## src/core/tsc_pkg.sv

```systemverilog
// Constants, command codes and state types of the async mode 0 timestamp controller.
// Summary of operation
// - Support timing-control asynchronous mode zero only; the GETXTIME modes answer 0x03 also reports sync mode.
// - Count periods of the 4.32MHz oscillator.
// - First count runs from data ready to acknowledge.
// - Second count runs from acknowledge to T bit.
// - Answer GETXTIME with accuracy, frequency, supported modes.
// - SETXTIME sub-command 0xdf enters async mode zero.
// - Timing values travel with in-band interrupts.
// - Entering async mode zero enables interrupts itself.
package tsc_pkg;

  // Common command codes seen from the transport.
  localparam logic [7:0] TSC_CCC_GETXTIME  = 8'h99;
  localparam logic [7:0] TSC_CCC_SETXTIME_B = 8'h28;
  localparam logic [7:0] TSC_CCC_SETXTIME_D = 8'h98;

  // Sub-commands of the set command.
  localparam logic [7:0] TSC_SUB_ENTER_ASYNC0 = 8'hdf;
  localparam logic [7:0] TSC_SUB_EXIT         = 8'hff;

  // Oscillator figures; frequency is reported in whole 500 kHz units.
  localparam int         TSC_OSC_FREQ_KHZ  = 4320;
  localparam int         TSC_FREQ_UNIT_KHZ = 500;
  localparam logic [7:0] TSC_XT_FREQ       = 8'(TSC_OSC_FREQ_KHZ / TSC_FREQ_UNIT_KHZ);

  // Accuracy in units of 0.1 percent, here 5 percent.
  localparam logic [7:0] TSC_XT_ACCURACY = 8'h32;

  // Supported mode bits: bit 0 sync mode, bit 1 async mode zero.
  localparam logic [7:0] TSC_XT_MODES      = 8'h03;
  localparam logic [7:0] TSC_XT_STATE_ASY0 = 8'h02;
  localparam logic [7:0] TSC_XT_STATE_NONE = 8'h00;

  // Eight data bits after the acknowledge, then the T bit on the ninth SCL rise.
  localparam logic [3:0] TSC_TBIT_SCL_EDGE = 4'h9;

  // Clocks after reset until all three synchroniser stages hold the pin.
  localparam logic [1:0] TSC_SYNC_FILL = 2'h3;

  // Sequencer states of the timestamp counter.
  typedef enum logic [1:0] {
    TSC_IDLE,
    TSC_WAIT_ACK,
    TSC_WAIT_TBIT
  } tsc_state_t;

endpackage

```

## src/core/tsc_edge_if.sv

```systemverilog
// Interface carrying a synchronised level and its edge pulses.
`timescale 1ns/100ps
`default_nettype none
interface tsc_edge_if;
  logic level;  // Filtered level of the pin.
  logic rise;   // One-cycle pulse on a filtered rising edge.
  logic fall;   // One-cycle pulse on a filtered falling edge.
  modport src (output level, output rise, output fall);
  modport dst (input level, input rise, input fall);
endinterface
`default_nettype wire

```

## src/core/tsc_async0_top.sv

```systemverilog
// Async mode 0 timestamp controller: counts oscillator periods around each in-band interrupt.
`timescale 1ns/100ps
`default_nettype none
module tsc_async0_top #(
  parameter int COUNT_W = 16  // Width of the oscillator period counters.
) (
  // Clock and reset.
  input  wire logic               sys_clk,
  input  wire logic               reset_n,
  // Asynchronous pins: internal oscillator and I3C clock.
  input  wire logic               osc_clk,
  input  wire logic               scl_in,
  // Events from the sensor core and the I3C transport, same clock.
  input  wire logic               drdy,
  input  wire logic               ibi_ack,
  input  wire logic               ccc_valid,
  input  wire logic [7:0]         ccc_code,
  input  wire logic [7:0]         ccc_sub,
  // Interrupt request and timing values.
  output logic                    ibi_req,
  output logic                    ibi_en,
  output logic                    async0_on,
  output logic [COUNT_W-1:0]      sc1,
  output logic [COUNT_W-1:0]      sc2,
  output logic                    ts_valid,
  // Answer to the timing capability query.
  output logic                    xt_valid,
  output logic [7:0]              xt_modes,
  output logic [7:0]              xt_state,
  output logic [7:0]              xt_freq,
  output logic [7:0]              xt_accuracy
);
  import tsc_pkg::*;

  localparam logic [COUNT_W-1:0] CNT_MAX = '1;  // Counter saturates here.
  localparam logic [COUNT_W-1:0] CNT_ONE = COUNT_W'(1);
  localparam logic [3:0]         EDGE_ONE = 4'h1;

  // All state of the controller.
  typedef struct packed {
    tsc_state_t         st;        // Sequencer state.
    logic [COUNT_W-1:0] cnt;       // Running oscillator period count.
    logic [3:0]         scl_cnt;   // SCL rises since the acknowledge.
    logic [COUNT_W-1:0] sc1;       // Data ready to acknowledge.
    logic [COUNT_W-1:0] sc2;       // Acknowledge to T bit.
    logic               ibi_req;   // Pending in-band interrupt request.
    logic               ts_valid;  // Pulse when both values are fresh.
    logic               async0;    // Async mode zero active.
    logic               ibi_en;    // In-band interrupts enabled.
    logic               xt_valid;  // Pulse with the capability answer.
    logic [7:0]         xt_state;  // Current mode byte of the answer.
  } tsc_state_s_t;

  tsc_state_s_t r_q;  // Registered state.
  tsc_state_s_t r_d;  // Next state.

  tsc_edge_if osc_e ();  // Oscillator edges.
  tsc_edge_if scl_e ();  // SCL edges.

  // Oscillator pin synchroniser; at 250 MHz each 4.32 MHz period spans
  // dozens of samples, so no edge is missed.
  tsc_edge_sync u_osc_sync (
    .sys_clk (sys_clk),
    .reset_n (reset_n),
    .pin     (osc_clk),
    .edge_o  (osc_e)
  );

  // SCL pin synchroniser; the three-stage delay is the same for every
  // edge, so counting rises is not disturbed by it.
  tsc_edge_sync u_scl_sync (
    .sys_clk (sys_clk),
    .reset_n (reset_n),
    .pin     (scl_in),
    .edge_o  (scl_e)
  );

  logic set_cmd;    // A set-time command was received.
  logic get_cmd;    // A capability query was received.
  logic drdy_evt;   // Data ready that starts a new measurement.

  // Decode of the common commands.
  always_comb begin
    set_cmd  = ccc_valid && ((ccc_code == TSC_CCC_SETXTIME_B) ||
                             (ccc_code == TSC_CCC_SETXTIME_D));
    get_cmd  = ccc_valid && (ccc_code == TSC_CCC_GETXTIME);
    drdy_evt = drdy && r_q.async0 && r_q.ibi_en;
  end

  // Mode control, capability answer and the measurement sequencer.
  always_comb begin
    r_d          = r_q;
    r_d.ts_valid = 1'b0;
    r_d.xt_valid = 1'b0;
    // Entering async mode zero also enables interrupts, no separate setup.
    if (set_cmd && (ccc_sub == TSC_SUB_ENTER_ASYNC0)) begin
      r_d.async0   = 1'b1;
      r_d.ibi_en   = 1'b1;
      r_d.xt_state = TSC_XT_STATE_ASY0;
    end else if (set_cmd && (ccc_sub == TSC_SUB_EXIT)) begin
      r_d.async0   = 1'b0;
      r_d.ibi_en   = 1'b0;
      r_d.xt_state = TSC_XT_STATE_NONE;
    end
    // The fixed fields come straight from constants; only the pulse is stored.
    if (get_cmd) begin
      r_d.xt_valid = 1'b1;
    end
    // Free counting of oscillator rises while a measurement runs.
    if ((r_q.st != TSC_IDLE) && osc_e.rise && (r_q.cnt != CNT_MAX)) begin
      r_d.cnt = r_q.cnt + CNT_ONE;
    end
    unique case (r_q.st)
      TSC_IDLE: begin
        r_d.ibi_req = 1'b0;
      end
      TSC_WAIT_ACK: begin
        // The first value closes at the acknowledge; the second starts there.
        if (ibi_ack) begin
          r_d.sc1     = r_q.cnt;
          r_d.cnt     = '0;
          r_d.scl_cnt = '0;
          r_d.ibi_req = 1'b0;
          r_d.st      = TSC_WAIT_TBIT;
        end
      end
      TSC_WAIT_TBIT: begin
        // A stalled SCL simply stretches this wait and raises the count.
        if (scl_e.rise) begin
          r_d.scl_cnt = r_q.scl_cnt + EDGE_ONE;
          if (r_q.scl_cnt + EDGE_ONE == TSC_TBIT_SCL_EDGE) begin
            r_d.sc2      = r_q.cnt;
            r_d.ts_valid = 1'b1;
            r_d.st       = TSC_IDLE;
          end
        end
      end
    endcase
    // Leaving the mode abandons any measurement in progress.
    if (!r_d.async0) begin
      r_d.st      = TSC_IDLE;
      r_d.ibi_req = 1'b0;
    end
    // A new data ready wins unless the mode is left in the same cycle, and restarts the first count, so the
    // controller never sees a value measured from a stale sample.
    if (drdy_evt && r_d.async0) begin
      r_d.st       = TSC_WAIT_ACK;
      r_d.cnt      = '0;
      r_d.ibi_req  = 1'b1;
      r_d.ts_valid = 1'b0;
    end
  end

  // Synchronous active-low reset; mode off, nothing pending.
  always_ff @(posedge sys_clk) begin
    if (!reset_n) begin
      r_q          <= '0;
      r_q.st       <= TSC_IDLE;
      r_q.xt_state <= TSC_XT_STATE_NONE;
    end else begin
      r_q <= r_d;
    end
  end

  // Outputs straight from the state register; the fixed answer fields come from constants.
  assign ibi_req     = r_q.ibi_req;
  assign ibi_en      = r_q.ibi_en;
  assign async0_on   = r_q.async0;
  assign sc1         = r_q.sc1;
  assign sc2         = r_q.sc2;
  assign ts_valid    = r_q.ts_valid;
  assign xt_valid    = r_q.xt_valid;
  assign xt_state    = r_q.xt_state;
  assign xt_modes    = TSC_XT_MODES;
  assign xt_freq     = TSC_XT_FREQ;
  assign xt_accuracy = TSC_XT_ACCURACY;
endmodule
`default_nettype wire

```

## src/core/tsc_edge_sync.sv

```systemverilog
// Three-stage pin synchroniser with agreement filter and edge pulses.
`timescale 1ns/100ps
`default_nettype none
module tsc_edge_sync (
  // Clock and reset.
  input  wire logic sys_clk,
  input  wire logic reset_n,
  // Asynchronous pin.
  input  wire logic pin,
  // Filtered result.
  tsc_edge_if.src   edge_o
);
  import tsc_pkg::*;

  // All state of the synchroniser.
  typedef struct packed {
    logic s1;    // First stage, read only by the second.
    logic s2;    // Second stage.
    logic s3;    // Third stage.
    logic lvl;   // Accepted level.
    logic rise;  // Rising pulse.
    logic fall;  // Falling pulse.
    logic [1:0] fill;  // Clocks since reset, until the stages are full.
  } tsc_sync_t;

  tsc_sync_t r_q;  // Registered state.
  tsc_sync_t r_d;  // Next state.

  // A change is accepted only once the second and third stages agree, so one
  // metastable sample cannot produce a false edge.
  always_comb begin
    r_d      = r_q;
    r_d.s1   = pin;
    r_d.s2   = r_q.s1;
    r_d.s3   = r_q.s2;
    r_d.rise = 1'b0;
    r_d.fall = 1'b0;
    if (r_q.fill != TSC_SYNC_FILL) begin
      // Until the stages are full the accepted level follows them silently,
      // so a pin that idles high gives no false rising edge after reset.
      r_d.fill = r_q.fill + 2'h1;
      r_d.lvl  = r_q.s2;
    end else if ((r_q.s2 == r_q.s3) && (r_q.s3 != r_q.lvl)) begin
      r_d.lvl  = r_q.s3;
      r_d.rise = r_q.s3;
      r_d.fall = ~r_q.s3;
    end
  end

  // Synchronous reset to all zero.
  always_ff @(posedge sys_clk) begin
    if (!reset_n) begin
      r_q <= '0;
    end else begin
      r_q <= r_d;
    end
  end

  assign edge_o.level = r_q.lvl;
  assign edge_o.rise  = r_q.rise;
  assign edge_o.fall  = r_q.fall;

endmodule
`default_nettype wire

```

## config.mk

```make
export PLATFORM = sky130hd
export DESIGN_NAME = tsc_async0_top
export DESIGN_NICKNAME = d
export VERILOG_FILES = /design/src/core/tsc_pkg.sv /design/src/core/tsc_edge_if.sv /design/src/core/tsc_async0_top.sv /design/src/core/tsc_edge_sync.sv
export SDC_FILE = /design/constraint.sdc
export NUM_CORES = 1
export LEC_CHECK = 0
export ABC_AREA = 1
export BUFFER_PORTS_ARGS = -buffer_cell sky130_fd_sc_hd__buf_2
export CAP_MARGIN = 20
export CORE_MARGIN = 5
export CORE_UTILIZATION = 40
export CTS_CLUSTER_SIZE = 10
export DETAILED_ROUTE_END_ITERATION = 12
export SETUP_SLACK_MARGIN = 0.4
export SYNTH_ARGS = -nofsm -noshare
export SYNTH_HDL_FRONTEND = slang
export SYNTH_SLANG_ARGS = --single-unit
```

## constraint.sdc

```tcl
create_clock -name sys_clk -period 3.17 [get_ports sys_clk]
set_clock_uncertainty 0.2 [all_clocks]
set_input_delay 0.317 -clock sys_clk [delete_from_list [all_inputs] [get_ports sys_clk]]
set_output_delay 0.317 -clock sys_clk [all_outputs]
set_load 0.005 [all_outputs]
```

Word level (Yosys, flattened, before mapping)
Cells that the tools add are included.
Widths: inputs -> output; s select.
{ "word_totals": {"output_inout_bits": 69, "reg_bits": 74} }
{ "classes": {"n_eq_ne": 23, "n_reduce_logical": 29, "bitwise": 8, "muxes": 26, "add_sub_neg": 4} }
{ "ops": {"columns": ["cell", "n"], "rows": [
  ["$mux 38", 1],
  ["$eq 8x8->1 const B", 4],
  ["$mux 16", 2],
  ["$mux 17", 1],
  ["$add 16x1->16 const B", 1],
  ["$ne 16x16->1 const B", 1],
  ["$mux 2", 7],
  ["$logic_and 1x1->1", 11],
  ["$reduce_bool 2->1", 5],
  ["$mux 1", 9],
  ["$reduce_or 3->1", 3],
  ["$eq 8x6->1 const B", 1],
  ["$ne 2x2->1 const B", 4],
  ["$ne 4x1->1 const B", 2],
  ["$ne 4x4->1 const B", 2],
  ["$not 1->1", 8],
  ["$pmux 4 s2", 1],
  ["$reduce_and 4->1", 2],
  ["$mux 3", 2],
  ["$reduce_and 3->1", 2],
  ["$add 2x1->2 const B", 2],
  ["$add 4x1->4 const B", 1],
  ["$eq 4x4->1 const B", 1],
  ["$mux 4", 1],
  ["other kinds (13)", 16]
]} }

Longest topological paths before layout
Gate-level depths: netlist of the first run.
{ "logic_depth": {"word_depth": 9, "depth_mapped": 11, "ltp_nobuf": 11} }

By module
Synthesis of the first run repeated with hierarchy kept, for this count alone.
{ "hier_totals": {"cells_unflattened": 503, "area_unflattened_um2": 3701.0} }
{ "by_module_without_submodules": {"columns": ["module", "area_per_inst_um2", "cells_each", "seq_area_each_um2", "n_inst"], "rows": [
  ["tsc_async0_top", 3115.5, 429, 1181.1, 1],
  ["tsc_edge_sync", 292.8, 37, 160.2, 2]
]} }

Least setup slack after synthesis of the first run
OpenSTA, ideal clock, no wires.
{ "synth_path": {"path_kind": "reg-to-reg", "start": "reg r_q[50] (netlist name)", "end": "reg r_q[61] (netlist name)", "setup_time_ps": 117, "slack_ps": 1474, "n_path_buf": 0, "path_stages_with_launch": 8, "arrival_ps": 1379, "cell_sequence": "dfxtp_1 > ha_1 > nand3_2 > nor3_2 > nand4_1 > nor2_1 > xor2_1 > nor2_1"} }
{ "synth_between": {"elab_chain_cells": 5} }
{ "synth_lines": {"columns": ["element", "line", "source"], "rows": [
  ["start: declaration", "tsc_async0_top.sv:54", "tsc_state_s_t r_q;"],
  ["start signal: assignment", "tsc_async0_top.sv:161", "r_q <= r_d;"],
  ["branches (longest 2 deep; another with $add 16x1->16)", null, null],
  ["$mux 16 (*)", "tsc_async0_top.sv:110", "if ((r_q.st != TSC_IDLE) && osc_e.rise && (r_q.cnt != CNT_MAX)) begin"],
  ["$mux 38", "tsc_async0_top.sv:119", "if (ibi_ack) begin"],
  ["$mux 16 (*)", "tsc_async0_top.sv:113", "unique case (r_q.st)"]
]} }
Every way passes the cells marked *. The select of a mux whose other input is x is not followed.
A chain may end at the register's enable or synchronous reset.

Final worst setup path of the first run
{ "layout_path": {"start": "reg r_q[66] (netlist name)", "end": "reg r_q (netlist bit sc1[3])"} }
{ "layout_between": {"elab_chain_cells": 2} }
{ "layout_lines": {"columns": ["element", "line"], "rows": [
  ["$eq 2x1->1", "tsc_async0_top.sv:113"],
  ["$reduce_and 2->1 (no line)", null]
]} }
No other way between the ends.

==> qor.yml, run 1 <==
status: "finished, final reports clean"
drc: 0
grt_overflow: 0
highest_layer: "met4"
p_per_area_nw_per_um2: 459
netlist_area_um2: 3600
relSlewSlack: 0.543
nets: 532
diodes: 0
area_growth_pct: 6.88
grt_usage: 0.123
wl_per_cell_um: 11.2
fin_util: 0.439
port_buffers: 60
die_w_um: 105
ys_ff_latch: 73
critical_path_class: "flop to flop"
endpoint: "sc1[3]"
globalplace.congestion: 0.792
critPathTopFamily: "buffers and inverters"
cts_buffers: 9
mostFrequentLayoutCells: "73 x dfxtp_1, 60 x buf_2, 58 x inv_1, 58 x nor2_1, 55 x nand2_1"
cts_buffer_depth: 2
post_cts_buffers: 0
cts.sinks: 73
pin_count: 92
cp.arrival_ns: 2.08
leakage_nw: 1.76
crit_chain: "inv_1 -> ha_1 -> nand2_1 -> inv_1 -> o21ai_0 -> a21oi_1"
drt_iter0_drc: 127
crit_path_frequent_cell: "inv_1"
cp-start-kind: "flop"
critPathBufInv: 2
startpoint: "r_q[66]"
endpoint_kind: "flop"
hp-class: "primary input to flop"
reg2reg_to: "sc1[3]"
met1Wirelength_mm: 3.28
worst_slew_pin_slew_ns: 0.685
die_h_um: 105
dp_hpwl_mm: 5.15
rows: 34
cts_tree: "done"
wl_met2_mm: 2.92
synth.area.top_cells: "dfxtp_1 41%, buf_4 13%, inv_1 6.0%"
slew_viol_final: 0
first_global_vias: 2503
die-area_um2: 11000
final_hold_viol_count: 0
final_layout_size_suffix_gt1_frac: 0.190
path_max_fanout: 26
worstSkewPairLatency_ns: 0.35
core_um2: 8760
cpMaxStageDelayCell: "inv_1"
fin_area_um2: 3850
final_common_cell: "dfxtp_1"
clockRootBuffer: "clkbuf_8"
yosys_warnings: 0
synthDominantCellAreaShare: 0.406
required_ns: 3.24
synthCells: 472
synth.largest_area_cell: "dfxtp_1"
via_count: 2706
grt_pass1_wl_mm: 11.2
grt_max_degree: 34
cap_violations: 0
place_area_um2: 3620
fin_setup_tns_ns: 0
avgSynthCellArea_um2: 7.63
vias_per_cell: 4.41
htreeDepth: 3
max_freq_mhz: 497
setup_violations: 0
worst_path_largest_cell_delay_ns: 0.59
ir_worst_vdd_uv: 227
ant_nets: 0
grt_setup_unrepaired: "false"
fin_crit_sh: 0.634
grt_antenna_before_repair: 0
drt-pass1-iter-count: 4
clkTransAtPathRegs_ns: 0.07
ff2ff_path_depth: 6
synth_cell_type_count: 34
dr_wl_met3_um: 586
period_needed_ns: 2.01
wl_mm: 6.88
timing.rr.start: "r_q[66]"
rrSetupSlack_ns: 1.16
path_depth: 6
yosysSeqAreaShare: 0.406
start_util: 0.411
[registers in the layout (all words and copies together), names as in the netlist, 2 cells and up]
name,count
sc2,16
u_osc_sync.r_d,2
sc1,16
u_osc_sync.r_q,3
u_scl_sync.r_d,2
r_q,22
u_scl_sync.r_q,3
[cell families (layout without fill, tap and decap cells)]
| group | count (synthesis) | count (layout) | synth area share |
|---|---|---|---|
| buffers and inverters | 137 | 142 | 0.213 |
| other | 2 | 31 | 0.00209 |
| adders and majority gates | 8 | 8 | 0.0278 |
| AOI/OAI and AO/OA | 85 | 85 | 0.123 |
| DFF | 73 | 73 | 0.406 |
| xor gates and xnor gates | 15 | 15 | 0.0365 |
| and+or+nand+nor | 152 | 152 | 0.192 |
[metal layers]
metal,up-vias,GRT usage
met5,-,0
met4,0,0.0438
met3,5,0.0518
met2,74,0.183
met1,1170,0.159
li1,1457,-
[power by group]
part	leakage (nW)	internal, mW	switching [mW]	total, mW
Clock	0.0953	0.382	0.343	0.726
Sequential	0.590	0.936	0.0113	0.947
Combinational	1.07	0.0367	0.0573	0.0940
Total	1.76	1.35	0.412	1.77
[how the worst min path moves through the flow]
stage	from	endpoint	depth (start not counted)
floorplan	u_osc_sync.r_d[6]	u_osc_sync.r_d[5]	2
global placement	u_osc_sync.r_d[6]	u_osc_sync.r_d[5]	2
detailed placement	u_osc_sync.r_d[6]	u_osc_sync.r_d[5]	2
CTS	ccc_code[2]	xt_valid	4
global route	ccc_code[2]	xt_valid	4
finish	ccc_code[2]	xt_valid	4
[repair_timing]
item | CTS | global route
endpoints found under the hold margin | 3 | 0
setup endpoints to repair | 0 | 0
gates resized for setup | 0 | 0
hold buffers | 3 | 0
[layout make-up]
type	count	area, um^2
Fill cell	920	4910
Timing Repair Buffer	65	345
Tap cell	108	135
Inverter	61	229
Sequential cell	73	1460
Multi-Input combinational cell	291	1480
Clock buffer	11	141
Clock inverter	5	55.1
[through the flow]
step | cells | setup WS [ns] | total power, mW | hold WS, ns
after global placement | 595 | 1.21 | 1.05 | 0.193
after detailed placement | 595 | 1.14 | 1.06 | 0.203
after global routing | 614 | 0.835 | 1.84 | 0.0424
final | 614 | 1.16 | 1.77 | 0.0432
after CTS | 614 | 1.12 | 1.78 | 0.0280
after floorplan | 501 | 1.47 | 1.06 | 0.190
[synthesized netlist by cell type]
cell      instances
dfxtp_1          73
buf_4            64
inv_1            58
nor2_1           58
nand2_1          55
a21oi_1          36
o21ai_0          27
o21ai_1          16
xor2_1           13
nand3_1           9
ha_1              8
nor3_1            8
clkbuf_1          7
nand2_2           5
nor3_2            5
nand4_1           4
buf_2             3
a21oi_2           2
conb_1            2
inv_2             2
nand3_2           2
o211ai_1          2
xnor2_1           2
a21o_1            1
and3_1            1
buf_6             1
clkbuf_2          1
clkinv_1          1
nand2_4           1
nand3_4           1
nand3b_1          1
nor2_2            1
nor4_1            1
o21a_1            1
[worst register-to-register path: stages, from the launching register on]
cell and delay (ns):
dfxtp_1 0.32, inv_1 0.09, ha_1 0.21, nand2_1 0.24, inv_1 0.59, o21ai_0 0.17
a21oi_1 0.14
(Power assumes the default switching activity.)
==> run 2, diff against run 1 <==
PLACE_DENSITY = 0.65   (was unset)
clock period = 1.7 ns   (was 3.17 ns; I/O delays follow)
==> run 2 against run 1 <==
Against the previous run:
- the flow now finishes with violations (negative hold slack, negative setup slack)
- final area up 30%
- combinational power up 120%
- sequential power up 86%
- die area unchanged
- non-clock buffer count up 51
- critical path type unchanged
==> qor.yml, run 2 (synthesized netlist as in run 1, its figures left out) <==
endpoint_kind: "flop"
grt_pass1_wl_mm: 13.0  # +16%
cp-start-kind: "flop"
fin_util: 0.569  # +0.130
globalplace.congestion: 0.819  # +3.4%
holdWs_ns: -0.0265  # -0.0696 ns
dp_hpwl_mm: 5.58  # +8.4%
vias_per_cell: 4.64  # +5.3%
leakage_nw: 2.24  # +28%
hp-class: "primary input to flop"
timing.rr.start: "r_q[45]"
grt_setup_unrepaired: "true"
setup_violations: 2  # +2
p_per_area_nw_per_um2: 693  # +51%
via_count: 3092  # +14%
n_fill_cell: 747  # -19%
max_freq_mhz: 585  # +18%
violations: "negative hold slack, negative setup slack"
cts_buffers: 9  # unchanged
mostFrequentLayoutCells: "61 x dfxtp_1, 59 x buf_2, 49 x inv_1, 45 x nand2_1, 40 x nor2_1"
critPathTopFamily: "flip-flops"
status: "complete, but fails checks"
multi_input_area_um2: 1980  # +34%
nets: 584  # +9.8%
worstSkewPairLatency_ns: 0.36  # about the same
ant_nets: 0  # unchanged
required_ns: 1.76  # -1.48 ns
drc: 0  # unchanged
final_common_cell: "dfxtp_1"
clkTransAtPathRegs_ns: 0.08  # about the same
startpoint: "r_q[45]"
final_layout_size_suffix_gt1_frac: 0.441  # +0.251
seqCellArea_um2: 1490  # +2.2%
drt_iter0_drc: 138  # +8.7%
cp.arrival_ns: 1.77  # -0.31 ns
first_global_vias: 2798  # +12%
crit_chain: "ha_4 -> xor2_2 -> nor2_2 -> nand3_4 -> clkbuf_16 -> o21ai_1 -> a21oi_2"
path_max_fanout: 5  # -81%
wl_per_cell_um: 13.2  # +18%
pin_count: 92  # unchanged
htreeDepth: 3  # unchanged
setup_ws_ns: -0.0107  # -1.17 ns
grt_overflow: 0  # unchanged
cpMaxStageDelayCell: "dfxtp_4"
area_growth_pct: 38.5
ir_worst_vdd_uv: 327  # +44%
final_hold_viol_count: 2  # +2
critPathBufInv: 1  # -1
drt-pass1-iter-count: 4  # unchanged
top_register: "r_q"
core_um2: 8760  # unchanged
cts.sinks: 73  # unchanged
diodes: 0  # unchanged
grt_usage: 0.143  # +0.0206
cts_tree: "done"
cap_violations: 0  # unchanged
grt_max_degree: 34  # unchanged
port_buffers: 60  # unchanged
cts_buffer_depth: 2  # unchanged
die_h_um: 105  # unchanged
fin_crit_sh: 1.01  # +0.372
rows: 34  # unchanged
clockRootBuffer: "clkbuf_8"
slew_viol_final: 0  # unchanged
die_w_um: 105  # unchanged
critical_path_class: "flop to flop"
wl_mm: 8.78  # +28%
die-area_um2: 11000  # unchanged
min-delay-start: "drdy"
grt_antenna_before_repair: 0  # unchanged
worst_path_largest_cell_delay_ns: 0.37  # -0.22 ns
start_util: 0.411  # unchanged
largest_reg_flops: 22  # unchanged
period_needed_ns: 1.71  # -0.300 ns
[run 2: what timing repair did]
action | 4_1_cts | 5_1_grt
hold buffers | 6 | 1
setup buffers | 14 | 8
endpoints found under the setup margin | 57 | 59
pin swaps | 17 | 32
hold endpoints to repair | 8 | 2
gates cloned | 2 | 4
resized for setup | 61 | 93
[run 2: per-layer routing]
| metal | track usage | share of wire | up-vias |
|---|---|---|---|
| met5 | 0 | 0 | - |
| met4 | 0.0639 | 0.023 | 0 |
| met3 | 0.0450 | 0.077 | 12 |
| met2 | 0.222 | 0.48 | 93 |
| met1 | 0.182 | 0.42 | 1416 |
| li1 | - | - | 1571 |
[run 2: area by class of cell]
type | instances | area share
clock buffer | 13 | 0.0359
sequential | 73 | 0.299
timing repair buffer | 116 | 0.180
inverter | 61 | 0.0509
clock inverter | 3 | 0.00928
tap | 108 | 0.0271
timing repair inverter | 1 | 0.000752
multi-input combinational | 291 | 0.397
[run 2: path summary, 6_finish.rpt]
path,slack [ns],to,cells past startpoint
worst max-delay path,-0.01,sc2[15],7
worst min-delay path,-0.03,r_q[65],3
worst max register to register,-0.01,sc2[15],7
worst min register to register,0.22,u_osc_sync.r_d[5],2
[run 2: power breakdown]
group | switching (mW) | total [mW] | internal, mW
Sequential | 0.0217 | 1.76 | 1.73
Combinational | 0.124 | 0.209 | 0.0857
Clock | 0.652 | 1.49 | 0.841
Total | 0.797 | 3.46 | 2.66
[run 2: per-stage QoR]
stage	std cells	TNS [ns]	power, mW	area, um^2	worst slack (ns)
finish	666	-0.0122	3.46	4990	-0.0107
detailed placement	615	-0.0170	1.98	3890	-0.0170
global route	666	-1.01	3.58	4990	-0.0717
floorplan	501	0	1.97	3840	0.103
CTS	653	0	3.47	4470	0.0538
global placement	615	0	1.97	3890	0.0143
[run 2: worst reg2reg max path, cell delays in order, from the launching register on]
cell and delay, ns:
dfxtp_4 0.37, ha_4 0.16, xor2_2 0.15, nor2_2 0.18, nand3_4 0.17, clkbuf_16 0.20, o21ai_1 0.15, a21oi_2 0.04
==> run 3, diff against run 2 <==
CELL_PAD_IN_SITES_DETAIL_PLACEMENT = 1   (was unset)
CELL_PAD_IN_SITES_GLOBAL_PLACEMENT = 1   (was unset)
CORE_UTILIZATION = 34   (was 40)
MAX_ROUTING_LAYER = met4   (was unset)
PLACE_DENSITY = unset   (was 0.65)
PLACE_DENSITY_LB_ADDON = 0.1   (was unset)
==> run 3 against run 2 <==
Against the previous run:
- wire length is 19% higher
- via count is 2.7% higher
- largest cell class unchanged
- setup slack better by 0.038 ns
- fmax is 2.3% higher
- sequential power hardly changed
- sequential cell count stayed put
- power is 0.52% lower
- the flow finishes with violations (negative hold slack)
- clock power is 3% lower
- first-iteration DRC count is 32% lower
- utilization is 6.2 points lower
- die area is 16% higher
==> qor.yml, run 3 (synthesized netlist as in run 1, its figures left out) <==
status: "complete, but fails checks"
violations: "negative hold slack"
grt_usage: 0.168  # +0.0251
report.power.total_mw: 3.44  # -0.52%
reg2reg_to: "sc2[1]"
whs_path_depth: 4  # +1
endpoint_kind: "flop"
required_ns: 1.79  # +0.03 ns
ant_nets: 0  # unchanged
p_per_area_nw_per_um2: 657  # -5.2%
grt_max_degree: 21  # -38%
slew_viol_final: 0  # unchanged
setup_violations: 0  # -2
ir_worst_vdd_uv: 278  # -15%
hp-class: "primary input to flop"
wl_met2_mm: 4.94  # +17%
setup_ws_ns: 0.0273  # +0.0380 ns
die_h_um: 113  # +7.7%
wl_mm: 10.4  # +19%
period_needed_ns: 1.67  # -0.0380 ns
vias_per_cell: 4.53  # -2.3%
drc: 0  # unchanged
cts.sinks: 73  # unchanged
via_count: 3174  # +2.7%
fin_util: 0.507  # -0.0624
grt_overflow: 0  # unchanged
htreeDepth: 3  # unchanged
whs_endpoint: "ibi_en"
mostFrequentLayoutCells: "60 x buf_2, 54 x dfxtp_1, 48 x inv_1, 43 x nand2_1, 41 x nor2_1"
clkTransAtPathRegs_ns: 0.07  # about the same
ff2ff_path_depth: 7  # unchanged
rows: 37  # +8.8%
wl_per_cell_um: 14.9  # +13%
dp_hpwl_mm: 6.71  # +20%
grt_antenna_before_repair: 0  # unchanged
cts_tree: "done"
cts_hold_buf: 9  # +3
top_register: "r_q"
grt_setup_unrepaired: "true"
leakage_nw: 2.28  # +1.8%
core_um2: 10300  # +18%
grt_pass1_wl_mm: 16.6  # +27%
timing.rr.start: "r_q[46]"
min-delay-start: "ccc_code[0]"
dr_wl_met3_um: 410  # -39%
holdWs_ns: -0.00874  # +0.0177 ns
final_hold_viol_count: 1  # -1
port_buffers: 60  # unchanged
path_max_fanout: 8  # +3
drt_iter0_drc: 94  # -32%
place_ws_ns: -0.0307  # -0.0137 ns
area_growth_pct: 45.3
largest_reg_flops: 22  # unchanged
cp-start-kind: "flop"
cap_violations: 0  # unchanged
nets: 592  # +1.4%
final_layout_size_suffix_gt1_frac: 0.493  # +0.0520
cts_buffer_depth: 2  # unchanged
globalplace.congestion: 0.820  # about the same
fin_crit_sh: 0.984  # -0.0223
worstSkewPairLatency_ns: 0.35  # about the same
met1Wirelength_mm: 4.95  # +34%
fin_setup_tns_ns: 0  # +0.0122 ns
highest_layer: "met4"
final_common_cell: "buf_2"
diodes: 0  # unchanged
start_util: 0.349  # -0.0621
max_freq_mhz: 598  # +2.3%
die-area_um2: 12700  # +16%
cts_buffers: 9  # unchanged
pin_count: 92  # unchanged
rrSetupSlack_ns: 0.03  # +0.04 ns
drt-pass1-iter-count: 4  # unchanged
die_w_um: 113  # +7.7%
critical_path_class: "flop to flop"
first_global_vias: 3313  # +18%
clockRootBuffer: "clkbuf_8"
cp.arrival_ns: 1.76  # about the same
==> run 3: changes by cell type in the layout (fill, tap and decap cells not counted), sizes merged <==
cell          previous run  this run
buf                    104       114
bufinv                   1         2
clkbuf                  18        11
clkinvlp                 1         0
dlygate4sd3              7         8
dlymetal6s4s             0         1
inv                     60        61
==> run 3: worst max-delay path: stages (launching register included) <==
cell and delay, ns:
dfxtp_4 0.37, ha_4 0.17, xor2_4 0.16, nor2_4 0.15, nand3_4 0.12, buf_6 0.17, buf_16 0.14, a21oi_2 0.13
==> run 3: how the worst max path moves through the flow <==
stage,startpoint,cells past startpoint,end,slack (ns)
2_1_floorplan,r_q[50],10,r_q[51],0.10
3_3_place_gp,r_q[65],7,r_q[52],0.03
3_5_place_dp,r_q[65],7,r_q[62],-0.03
4_1_cts,r_q[46],7,sc2[4],0.04
5_1_grt,r_q[47],6,sc2[1],-0.05
6_report,r_q[46],7,sc2[1],0.03
==> run 3: layout make-up <==
type                    count  area (um^2)
repair inverters            1         6.26
flip-flops and latches     73         1500
clock inverters             4         70.1
fillers                  1240         5090
well taps                 136          170
repair buffers            124         1010
clock buffers              10          128
inverters                  61          244
multi-input cells         291         2100
==> run 3: metal layers <==
metal / vias to the layer above / global-route usage
met4: 0 / 0.0617
met3: 12 / 0.0401
li1: 1577 / -
met1: 1513 / 0.214
met2: 72 / 0.261
met5: - / -
==> run 3: per-stage QoR <==
| stage | cells | area [um^2] |
|---|---|---|
| after floorplan | 501 | 3840 |
| after global placement | 652 | 3990 |
| after detailed placement | 652 | 3990 |
| after CTS | 695 | 4880 |
| after global routing | 700 | 5230 |
| final | 700 | 5230 |
==> run 3: what timing repair did <==
action,CTS,global route
endpoints found under the hold margin,7,2
buffers inserted,14,4
gates cloned,6,1
resized for setup,115,73
setup endpoints to repair,56,65
pin swaps,33,41
==> run 3: power breakdown <==
part | internal, mW | switching, mW
logic | 0.0927 | 0.133
registers | 1.73 | 0.0280
clock network | 0.806 | 0.644
total | 2.63 | 0.805
